===== config.mk =====
export PLATFORM = sky130hd
export DESIGN_NAME = sepc_top
export DESIGN_NICKNAME = d
export VERILOG_FILES = /design/src/shared/sepc_pkg.sv /design/src/sepc_buf.sv /design/src/sepc_top.sv
export SDC_FILE = /design/constraint.sdc
export NUM_CORES = 1
export LEC_CHECK = 0
export ABC_AREA = 1
export BUFFER_PORTS_ARGS = -buffer_cell sky130_fd_sc_hd__clkbuf_2
export CAP_MARGIN = 15
export CORE_UTILIZATION = 25
export CTS_CLUSTER_SIZE = 24
export DETAILED_ROUTE_END_ITERATION = 16
export GPL_TIMING_DRIVEN = 0
export SETUP_SLACK_MARGIN = 0.1
export SLEW_MARGIN = 20
export SYNTH_ARGS = -nofsm -noshare
export SYNTH_HDL_FRONTEND = slang
export SYNTH_SLANG_ARGS = --single-unit

===== constraint.sdc =====
create_clock -name clk -period 1.3 [get_ports clk]
set_clock_uncertainty 0.1 [all_clocks]
set_input_delay 0.26 -clock clk [delete_from_list [all_inputs] [get_ports clk]]
set_output_delay 0.26 -clock clk [all_outputs]
set_load 0.03 [all_outputs]

===== src/shared/sepc_pkg.sv =====
// Purpose: shared constants and types for the serial memory pin control block
// Assumes: one 10 MHz system clock; all pins arrive asynchronously
// Notes: program time is held in ms and converted to cycles here
package sepc_pkg;

    localparam int CLK_HZ = 10_000_000;
    localparam int MS_PER_S = 1000;
    localparam int PROG_TIME_MS = 5;
    // longest time, so the count rounds down
    localparam int PROG_CYCLES = (CLK_HZ / MS_PER_S) * PROG_TIME_MS;
    localparam int PROG_W = 16;
    localparam int BYTE_W = 8;
    localparam int BIT_W = 3;
    localparam int BUF_DEPTH = 2;
    localparam int PIN_N = 4;
    localparam logic [BIT_W-1:0] BIT_FIRST = 3'h0;
    localparam logic [BIT_W-1:0] BIT_LAST = 3'h7;
    localparam logic [BYTE_W-1:0] BYTE_ZERO = 8'h00;
    localparam logic [PROG_W-1:0] PROG_ZERO = 16'h0000;
    localparam logic [PROG_W-1:0] PROG_ONE = 16'h0001;

    typedef struct packed
    {
        logic csN;
        logic sck;
        logic si;
        logic wpN;
    } sepc_pins_t;

    typedef struct packed
    {
        logic [BYTE_W-1:0] data;
        logic first;
    } sepc_rxword_t;

    typedef enum logic [1:0]
    {
        ST_STANDBY = 2'h0,
        ST_SELECTED = 2'h1,
        ST_PROGRAM = 2'h3
    } sepc_state_t;

endpackage


===== src/sepc_buf.sv =====
// Purpose: two-entry shifting buffer with valid and ready on both sides
// Assumes: head entry is always slot 0
// Notes: inReady is low whenever the last slot is occupied
`timescale 1ns/1ns
`default_nettype none
module sepc_buf
    import sepc_pkg::*;
(
    input wire logic clk,
    input wire logic nrst,
    input wire sepc_pkg::sepc_rxword_t inData,
    input wire logic inValid,
    output logic inReady,
    output sepc_pkg::sepc_rxword_t outData,
    output logic outValid,
    input wire logic outReady
);
    import sepc_pkg::*;

    logic [BUF_DEPTH-1:0] valid_q;
    sepc_rxword_t data_q [BUF_DEPTH];
    logic [BUF_DEPTH:0] validExt;
    logic [BUF_DEPTH:0] prevExt;
    logic [BUF_DEPTH-1:0] shV;
    logic push;
    logic pop;

    assign pop = outValid && outReady;
    assign push = inValid && inReady;
    assign inReady = !valid_q[BUF_DEPTH-1];
    assign outValid = valid_q[0];
    assign outData = data_q[0];
    assign validExt = {1'b0, valid_q};
    assign prevExt = {shV, 1'b1};

    ////////////////////////////////////////////////////////////////////////
    genvar i;
    generate
        for (i = 0; i < BUF_DEPTH; i++)
        begin : g_slot
            sepc_rxword_t shD;
            logic wrHere;
            if (i < BUF_DEPTH - 1)
            begin : g_mid
                assign shD = pop ? data_q[i+1] : data_q[i];
            end
            else
            begin : g_end
                assign shD = data_q[i];
            end
            assign shV[i] = pop ? validExt[i+1] : valid_q[i];
            assign wrHere = push && !shV[i] && prevExt[i];
            always_ff @(posedge clk)
            begin
                if (!nrst)
                begin
                    valid_q[i] <= 1'b0;
                    data_q[i] <= '0;
                end
                else
                begin
                    valid_q[i] <= shV[i] || wrHere;
                    data_q[i] <= wrHere ? inData : shD;
                end
            end
        end
    endgenerate

endmodule
`default_nettype wire


===== src/sepc_top.sv =====
// Purpose: pin-level select, shift and program-cycle control of a serial memory
// Assumes: pins are asynchronous and sampled by clk; sck is far slower than clk
// Notes: the command decoder outside flags write and status-write sequences
`timescale 1ns/1ns
`default_nettype none
module sepc_top
    import sepc_pkg::*;
#(
    parameter int PROG_LEN = PROG_CYCLES
)
(
    input wire logic clk,
    input wire logic nrst,
    input wire sepc_pkg::sepc_pins_t pinIn,
    output logic soOut,
    output logic soOeN,
    input wire logic protectPinEnable,
    input wire logic seqIsWrite,
    input wire logic seqIsStatusWrite,
    input wire logic [7:0] txByte,
    output logic txTaken,
    output sepc_pkg::sepc_rxword_t rxWord,
    output logic rxValid,
    input wire logic rxReady,
    output logic rxBufFull,
    output logic rxOverrun,
    output logic progStart,
    output logic progBusy,
    output logic statusWriteRefused,
    output logic standby
);
    import sepc_pkg::*;

    ////////////////////////////////////////////////////////////////////////
    // pin synchronisers
    sepc_pins_t sync1_q;
    sepc_pins_t sync2_q;
    sepc_pins_t prev_q;

    genvar p;
    generate
        for (p = 0; p < PIN_N; p++)
        begin : g_sync
            always_ff @(posedge clk)
            begin
                if (!nrst)
                begin
                    sync1_q[p] <= 1'b1;
                    sync2_q[p] <= 1'b1;
                    prev_q[p] <= 1'b1;
                end
                else
                begin
                    sync1_q[p] <= pinIn[p];
                    sync2_q[p] <= sync1_q[p];
                    prev_q[p] <= sync2_q[p];
                end
            end
        end
    endgenerate

    logic csN, sck, si, wpN;
    logic csRise, csFall, sckRise, sckFall;
    assign csN = sync2_q.csN;
    assign sck = sync2_q.sck;
    assign si = sync2_q.si;
    assign wpN = sync2_q.wpN;
    assign csRise = csN && !prev_q.csN;
    assign csFall = !csN && prev_q.csN;
    assign sckRise = sck && !prev_q.sck;
    assign sckFall = !sck && prev_q.sck;

    ////////////////////////////////////////////////////////////////////////
    // selection
    logic armed_q;
    logic selected;
    assign selected = !csN && armed_q;

    always_ff @(posedge clk)
    begin
        if (!nrst)
            armed_q <= 1'b0;
        else if (!csN)
            armed_q <= 1'b1;
    end

    ////////////////////////////////////////////////////////////////////////
    // input shifting
    logic [BIT_W-1:0] bitCnt_q;
    logic [BYTE_W-1:0] shiftIn_q;
    logic gotByte_q, firstByte_q;
    logic inStep, byteDone, bufInReady;
    sepc_rxword_t pushWord;

    assign inStep = selected && sckRise;
    assign byteDone = inStep && (bitCnt_q == BIT_LAST);
    assign pushWord = '{data: {shiftIn_q[BYTE_W-2:0], si}, first: firstByte_q};

    always_ff @(posedge clk)
    begin
        if (!nrst || !selected)
        begin
            bitCnt_q <= BIT_FIRST;
            shiftIn_q <= BYTE_ZERO;
            gotByte_q <= 1'b0;
            firstByte_q <= 1'b1;
        end
        else if (inStep)
        begin
            bitCnt_q <= bitCnt_q + 3'h1;
            shiftIn_q <= {shiftIn_q[BYTE_W-2:0], si};
            gotByte_q <= gotByte_q || byteDone;
            firstByte_q <= firstByte_q && !byteDone;
        end
    end

    always_ff @(posedge clk)
    begin
        if (!nrst || csFall)
            rxOverrun <= 1'b0;
        else if (byteDone && !bufInReady)
            rxOverrun <= 1'b1;
    end

    sepc_buf u_buf
    (
        .clk(clk),
        .nrst(nrst),
        .inData(pushWord),
        .inValid(byteDone),
        .inReady(bufInReady),
        .outData(rxWord),
        .outValid(rxValid),
        .outReady(rxReady)
    );

    always_ff @(posedge clk)
    begin
        if (!nrst)
            rxBufFull <= 1'b0;
        else
            rxBufFull <= !bufInReady;
    end

    ////////////////////////////////////////////////////////////////////////
    // output shifting
    logic [BYTE_W-1:0] shiftOut_q;
    logic outStep, outLoad;
    assign outStep = selected && sckFall;
    assign outLoad = outStep && (bitCnt_q == BIT_FIRST);

    always_ff @(posedge clk)
    begin
        if (!nrst)
        begin
            shiftOut_q <= BYTE_ZERO;
            soOut <= 1'b0;
            txTaken <= 1'b0;
            soOeN <= 1'b1;
        end
        else
        begin
            txTaken <= outLoad;
            soOeN <= !selected;
            if (outLoad)
            begin
                shiftOut_q <= {txByte[BYTE_W-2:0], 1'b0};
                soOut <= txByte[BYTE_W-1];
            end
            else if (outStep)
            begin
                shiftOut_q <= {shiftOut_q[BYTE_W-2:0], 1'b0};
                soOut <= shiftOut_q[BYTE_W-1];
            end
        end
    end

    ////////////////////////////////////////////////////////////////////////
    // write protect and commit
    logic cancel_q;
    logic cancelSet, commitSeen, commitOk;
    sepc_state_t state_q;
    sepc_state_t state_d;
    assign cancelSet = selected && seqIsStatusWrite && protectPinEnable && !wpN;
    assign commitSeen = csRise && (state_q == ST_SELECTED) && gotByte_q && (bitCnt_q == BIT_FIRST) && seqIsWrite;
    assign commitOk = commitSeen && !(cancel_q && seqIsStatusWrite);

    always_ff @(posedge clk)
    begin
        if (!nrst)
            cancel_q <= 1'b0;
        else if (cancelSet)
            cancel_q <= 1'b1;
        else if (csFall)
            cancel_q <= 1'b0;
    end

    ////////////////////////////////////////////////////////////////////////
    // program state machine
    logic [PROG_W-1:0] progCnt_q;
    logic progEnd;
    assign progEnd = (state_q == ST_PROGRAM) && (progCnt_q == PROG_W'(PROG_LEN - 1));

    always_comb
    begin
        state_d = state_q;
        case (state_q)
            ST_STANDBY:
                if (selected)
                    state_d = ST_SELECTED;
            ST_SELECTED:
                if (commitOk)
                    state_d = ST_PROGRAM;
                else if (csN)
                    state_d = ST_STANDBY;
            ST_PROGRAM:
                if (progEnd)
                    state_d = selected ? ST_SELECTED : ST_STANDBY;
            default:
                state_d = ST_STANDBY;
        endcase
    end

    always_ff @(posedge clk)
    begin
        if (!nrst)
        begin
            state_q <= ST_STANDBY;
            progCnt_q <= PROG_ZERO;
            progStart <= 1'b0;
            progBusy <= 1'b0;
            statusWriteRefused <= 1'b0;
            standby <= 1'b1;
        end
        else
        begin
            state_q <= state_d;
            progCnt_q <= (state_q == ST_PROGRAM) ? progCnt_q + PROG_ONE : PROG_ZERO;
            progStart <= commitOk;
            progBusy <= (state_d == ST_PROGRAM);
            statusWriteRefused <= commitSeen && !commitOk;
            standby <= (state_d == ST_STANDBY);
        end
    end

    ////////////////////////////////////////////////////////////////////////
    // assertions
    property p_sel;
        @(posedge clk) disable iff (!nrst) sckRise && !selected |=> bitCnt_q == BIT_FIRST;
    endproperty
    a_sel: assert property (p_sel) else $error("clock counted while deselected");

    property p_desel;
        @(posedge clk) disable iff (!nrst) csN |=> bitCnt_q == BIT_FIRST && !gotByte_q;
    endproperty
    a_desel: assert property (p_desel) else $error("partial bits kept after deselect");

    property p_finish;
        @(posedge clk) disable iff (!nrst) progBusy |-> !standby;
    endproperty
    a_finish: assert property (p_finish) else $error("standby during program cycle");

    property p_tristate;
        @(posedge clk) disable iff (!nrst) !selected |=> soOeN;
    endproperty
    a_tristate: assert property (p_tristate) else $error("output driven while deselected");

    property p_commit;
        @(posedge clk) disable iff (!nrst) commitOk |=> progStart && progBusy ##1 !progStart && progBusy;
    endproperty
    a_commit: assert property (p_commit) else $error("program cycle not started");

    property p_bound;
        @(posedge clk) disable iff (!nrst) progBusy |-> progCnt_q < PROG_W'(PROG_LEN);
    endproperty
    a_bound: assert property (p_bound) else $error("program cycle too long");

    property p_armed;
        @(posedge clk) disable iff (!nrst) !armed_q |-> !rxValid && bitCnt_q == BIT_FIRST;
    endproperty
    a_armed: assert property (p_armed) else $error("sequence accepted before first select");

    property p_outEdge;
        @(posedge clk) disable iff (!nrst) !$stable(soOut) |-> $past(sckFall);
    endproperty
    a_outEdge: assert property (p_outEdge) else $error("output changed without falling clock");

    property p_capture;
        @(posedge clk) disable iff (!nrst) inStep |=> shiftIn_q[0] == $past(si) || bitCnt_q == BIT_FIRST;
    endproperty
    a_capture: assert property (p_capture) else $error("input bit not captured");

    property p_refuse;
        @(posedge clk) disable iff (!nrst) commitSeen && cancel_q && seqIsStatusWrite |=> statusWriteRefused && !progBusy;
    endproperty
    a_refuse: assert property (p_refuse) else $error("protected status write went ahead");

    property p_noEffect;
        @(posedge clk) disable iff (!nrst) $fell(wpN) && progBusy && !progEnd |=> progBusy;
    endproperty
    a_noEffect: assert property (p_noEffect) else $error("pin fall disturbed program cycle");

    property p_ignorePin;
        @(posedge clk) disable iff (!nrst) !protectPinEnable && csFall |=> !cancel_q || cancelSet;
    endproperty
    a_ignorePin: assert property (p_ignorePin) else $error("pin used while enable clear");

    property p_pinHigh;
        @(posedge clk) disable iff (!nrst) cancelSet |-> !wpN && protectPinEnable;
    endproperty
    a_pinHigh: assert property (p_pinHigh) else $error("cancel without low pin");

    c_byte: cover property (@(posedge clk) disable iff (!nrst) byteDone);
    c_prog: cover property (@(posedge clk) disable iff (!nrst) progStart);
    c_refused: cover property (@(posedge clk) disable iff (!nrst) statusWriteRefused);
    c_full: cover property (@(posedge clk) disable iff (!nrst) rxBufFull);

endmodule
`default_nettype wire


# After elaboration in Yosys (flattened, before gate mapping)
# Memories as Yosys holds them, arrays and structs flattened.
# Cells that the tools add are included.
# word_totals
word_cells	112
memories	1
output_inout_bits	19
in_bits	18
ram_bits	18
register_bits	60
# op_classes
n_reduce_logical	51
add_sub_neg	2
n_eq_ne	5
n_bitwise	2
mux	21
# memory_table
memory	words	width	rd	rd_ports_with_merged_regs	write_ports	line	rtl
u_buf.data_q	2	9	2	0	2	sepc_buf.sv:21	sepc_rxword_t data_q [BUF_DEPTH];
# op_table
operator	n
$mux W9	5
$logic_and A1 B1 Y1	27
$add A16 B1 Y16 const B	1
$eq A16 B16 Y1 const B	1
$mux W8	2
$logic_not A1 Y1	13
$mux W1	9
$mux W2	4
$pmux W2 S3	1
$logic_or A1 B1 Y1	5
$eq A2 B2 Y1 const B	2
$logic_not A2 Y1	2
$reduce_bool A2 Y1	2
$add A3 B1 Y3 const B	1
$eq A3 B3 Y1 const B	1
$logic_not A3 Y1	1
$eq A2 B1 Y1 const B	1
$or A1 B1 Y1	2
$reduce_and A2 Y1	1

# Depth between registers and ports, before layout
# logic_depth
depth_word	10
mapped_depth	9
depth_no_buf	9

# Hierarchy
# From an unflattened synthesis, not the netlist that was laid out.
# unflattened
hier_cells	420
area_unflattened_um2	3334.4
# by_module_without_submodules
mod	instances	cells_each	seq_area_each_um2	area_per_inst_um2
sepc_top	1	290	1161.1	2303.5
sepc_buf	1	130	400.4	1031.0

# Worst setup path after synthesis
# OpenSTA, ideal clock, no wires.
# synth_path
path_type	flip-flop to flip-flop
startpoint	reg bitCnt_q[0]
endpoint	mem u_buf.data_q[1][0] (netlist name)
stages_incl_launch_ff	9
required_ps	1087
setup_time_ps	113
period_less_slack_ps	1421
n_path_buf	1
slack_ps	-121
arrival_time_ps	1207
path_cell_list	dfxtp_1 -> ha_1 -> ha_1 -> inv_1 -> nor2_8 -> nand3_2 -> buf_2 -> o21ai_1 -> nor2_1
# synth_rtl
element	line	rtl
start: declaration	sepc_top.sv:89	logic [BIT_W-1:0] bitCnt_q;
start signal: assignment	sepc_top.sv:110	bitCnt_q <= bitCnt_q + 3'h1;
end: declaration	sepc_buf.sv:21	

==> metrics.md <==
| Metric | Value |
|---|---|
| Adder-cell share of the synthesized area | 0.0159 |
| Peak supply drop | 0.000781 V |
| Largest net degree at the start of global routing | 13 |
| Yosys warns | 0 |
| Routed via count | approximately 2,900 |
| Area grow syn2layout | 47.5% |
| Initial DRC Count | approximately 100 |
| Post-synth top area cell | dfxtp_1 |
| Filler instances | approximately 1,200 |
| # DRC | 0 |
| GRT Overall Usage | 0.121 |
| Grt met1 use | 0.149 |
| Final #Nets | 521 |
| Depth of the CTS H-tree | 3 |
| 1st-pass router iterations | 4 |
| Main combinational cell family by area after synthesis | simple AND/OR/NAND/NOR gates |
| Failing checks | negative setup slack |
| Largest fanout on the critical path | 10 |
| Comb power frac | 0.024 |
| WS Path Type | register to register |
| Power Internal | just over 0.004 W |
| Avg WL per Cell | 10.9 um |
| Row Count | 40 |
| IO Count | 37 |
| Worst hold path type | input pin to register |
| Crit end category | register |
| Post-DP HPWL | between 4000 and 5000 um |
| Final min period | roughly 1.4 ns |
| Max-cap check violation count | 0 |
| Post-synthesis mux area share | 0 |
| Clock-pin slew on the worst setup and hold paths | 0.06 ns |
| Die ar. | between 10,000 and 15,000 um^2 |
| Reg2Reg Setup Slack | -0.10 ns |
| Mapped Nets | around 450 |
| Pwr/cell area | between 1000 and 1500 nW/um^2 |
| # port buffers | 36 |
| Outcome | complete, but fails checks |
| DRT antenna net count | 0 |
| Simple-gate share of the synthesized area | 0.304 |
| Final hold vios | 0 |
| Register share of total power | 0.465 |
| Setup-failing EPs final | 25 |
| Die Width | ~110 um |
| Final Cycle Share | 1.08 |
| Max-slew headroom at the worst pin | 0.613 |
| Chip Height | between 100 and 150 um |
| GR Util met3 | 0.0275 |
| CTS root buf | clkbuf_16 |
| Net Switching | 0.00101 W |
| Number of CTS-inserted buffers | 9 |
| Post-DR vias/cell | 4.31 |
| Synth async-reset ratio | 0 |
| RSZ-0062 raised after global routing | true |
| CTS tree | built |
| Synth cell count leaders | nand2_1, dfxtp_1, nor2_1 |
| Final Worst Setup Slack | -0.101 ns |
| Clock network fraction of total power | 0.511 |
| GRT overflow | 0 |
| CTS max path bufs | 2 |
| Worst skew pair latency | 0.33 ns |
| Post-synthesis area per instance | 7.40 um^2 |
| Cell Count Post-Placement | 630 |
| Initial Util | 0.259 |
| Post-Syn Area | 3150 um^2 |
| WL final | around 7300 um |
| Sequential fraction of the synthesis area | 0.495 |
| Leak pwr | 1.92 nW |
| Slew Viols, Final | 0 |
| Sw Share | 0.196 |
| Critical Path Start Type | register |
| Worst endpoint data arrival time | roughly 1.5 ns |
| Area fraction in compound gates after synthesis | 0.110 |
| Top-count cell post-synth | nand2_1 |
| Antenna violations before repair | 0 |
| Vias in the first global route | ~2,700 |
| Xor-xnor portion of the synthesized cell area | 0.00278 |
| Layout cells sized above 1 | 0.382 |
| Met2 Track Usage GR | 0.200 |
| DP Worst Slack | -0.227 ns |
| Synth area leaders | dfxtp_1, nand2_1, nor2_1 |
| Total core area | about 12,000 um^2 |
| Post-Layout Cell Count | 670 |
| Diode count | 0 |
| CP Data Required Time | 1.43 ns |
| GPL Wtd Cong | a little over 0.8 |
| Unique cell type count in the Yosys netlist | 33 |
| Worst slew pin tran | ~0.58 ns |
| Synthesized flop and latch total | 78 |
| Busiest grt layer | met2 |
| Clk sink count | approximately 80 |
| Cells after Synth | ~430 |
| Area share of the largest cell type after synthesis | 0.495 |
| Global-route wire length before repair | ~12,000 um |
| Number of flops mapped to enable cells by yosys | 0 |
| Maximum clock frequency | ~700 MHz |
| Ys flop type | dfxtp_1 |
==> registers in the layout, indices dropped and copies added, names as in the netlist, 2 cells and up <==
name and count:
prev_q 2, bitCnt_q 3, state_q 2, sync1_q 4, shiftIn_q 7, progCnt_q 16, u_buf.data_q 18, shiftOut_q 7
==> stage by stage <==
step / setup TNS, ns / util / total power (W) / hold WS [ns] / cell area, um^2
after global routing: -4.55 / 0.382 / 0.00537 / 0.0198 / 4650
after global placement: -5.35 / 0.301 / 0.00257 / 0.295 / 3660
after detailed placement: -6.63 / 0.301 / 0.00257 / 0.300 / 3660
final: -1.69 / 0.382 / 0.00517 / 0.0167 / 4650
after floorplan: -0.464 / - / 0.00252 / 0.249 / 3270
after CTS: -1.99 / 0.365 / 0.00524 / 0.00728 / 4440
==> path summary, 6_finish.rpt <==
kind                                   from                 end  cells past startpoint
worst max-delay path            bitCnt_q[1]  u_buf.data_q[0][2]                      8
worst min-delay path               pinIn[3]          sync1_q[3]                      2
worst max register to register  bitCnt_q[1]  u_buf.data_q[0][2]                      8
worst min register to register   sync1_q[3]                 csN                      1
==> placed cells by master (no fill, tap or decap), types with 2 or more instances in the layout <==
| cell | count |
|---|---|
| clkbuf_16 | 10 |
| nor3_4 | 2 |
| o21ai_2 | 11 |
| buf_4 | 14 |
| ha_4 | 4 |
| nor3_1 | 2 |
| nand3_4 | 5 |
| a21oi_1 | 15 |
| nand2_2 | 9 |
| a31oi_1 | 7 |
| buf_8 | 8 |
| dfxtp_2 | 23 |
| o21ai_0 | 10 |
| a21oi_2 | 9 |
| inv_1 | 34 |
| clkinv_2 | 2 |
| or2_2 | 8 |
| nand3_1 | 7 |
| nand2_4 | 3 |
| clkbuf_1 | 2 |
| nand2_1 | 95 |
| clkbuf_8 | 9 |
| nor2_1 | 63 |
| dlygate4sd3_1 | 2 |
| bufinv_16 | 2 |
| dfxtp_1 | 50 |
| nand4_1 | 5 |
| dfxtp_4 | 5 |
| o21ai_1 | 13 |
| clkbuf_2 | 18 |
| buf_6 | 17 |
| nor2_4 | 8 |
| nor2_2 | 9 |
| inv_4 | 2 |
| inv_2 | 9 |
==> cell type report <==
class | instances | area [um^2] | share of cell area
tap | 168 | 210 | 0.0452
multi-input combinational | 293 | 1660 | 0.358
sequential | 78 | 1610 | 0.346
buffer | 9 | 93.8 | 0.0202
clock buffer | 10 | 239 | 0.0514
timing repair buffer | 62 | 583 | 0.125
inverter | 46 | 179 | 0.0385
clock inverter | 4 | 72.6 | 0.0156
==> what timing repair did <==
item | CTS | global route
endpoints found under the hold margin | 2 | 0
setup buffers | 17 | 7
resized for setup | 111 | 56
setup endpoints to repair | 77 | 73
hold buffers | 2 | 0
pin swaps | 21 | 14
==> power by group through the flow <==
stage          combinational [W]  sequential, W  clock (W)
6_report                0.000127        0.00241    0.00264
5_1_grt                 0.000140        0.00241    0.00282
4_1_cts                 0.000119        0.00241    0.00271
3_3_place_gp            0.000103        0.00247          0
2_1_floorplan          0.0000561        0.00247          0
3_5_place_dp            0.000106        0.00247          0
==> kinds of logic after synthesis <==
logic type / after synthesis
compound gates: 67
xor+xnor: 1
fa+ha+maj: 4
buf+inv: 55
flops: 78
simple gates: 221
==> metal layers <==
metal	vias to the layer above	wire [um]	share of wire
met3	12	310	0.042
met1	1308	3500	0.48
met5	-	0	0
li1	1505	-	-
met4	0	129	0.018
met2	62	3360	0.46
==> critical path: stages (launching register included) <==
cell and delay, ns:
dfxtp_2 0.35, ha_4 0.14, ha_4 0.13, inv_4 0.04
nor2_8 0.13, nand3_4 0.10, buf_6 0.16, nor2_2 0.10
nor2_1 0.05
No activity file was read; power rests on OpenSTA's default activity.
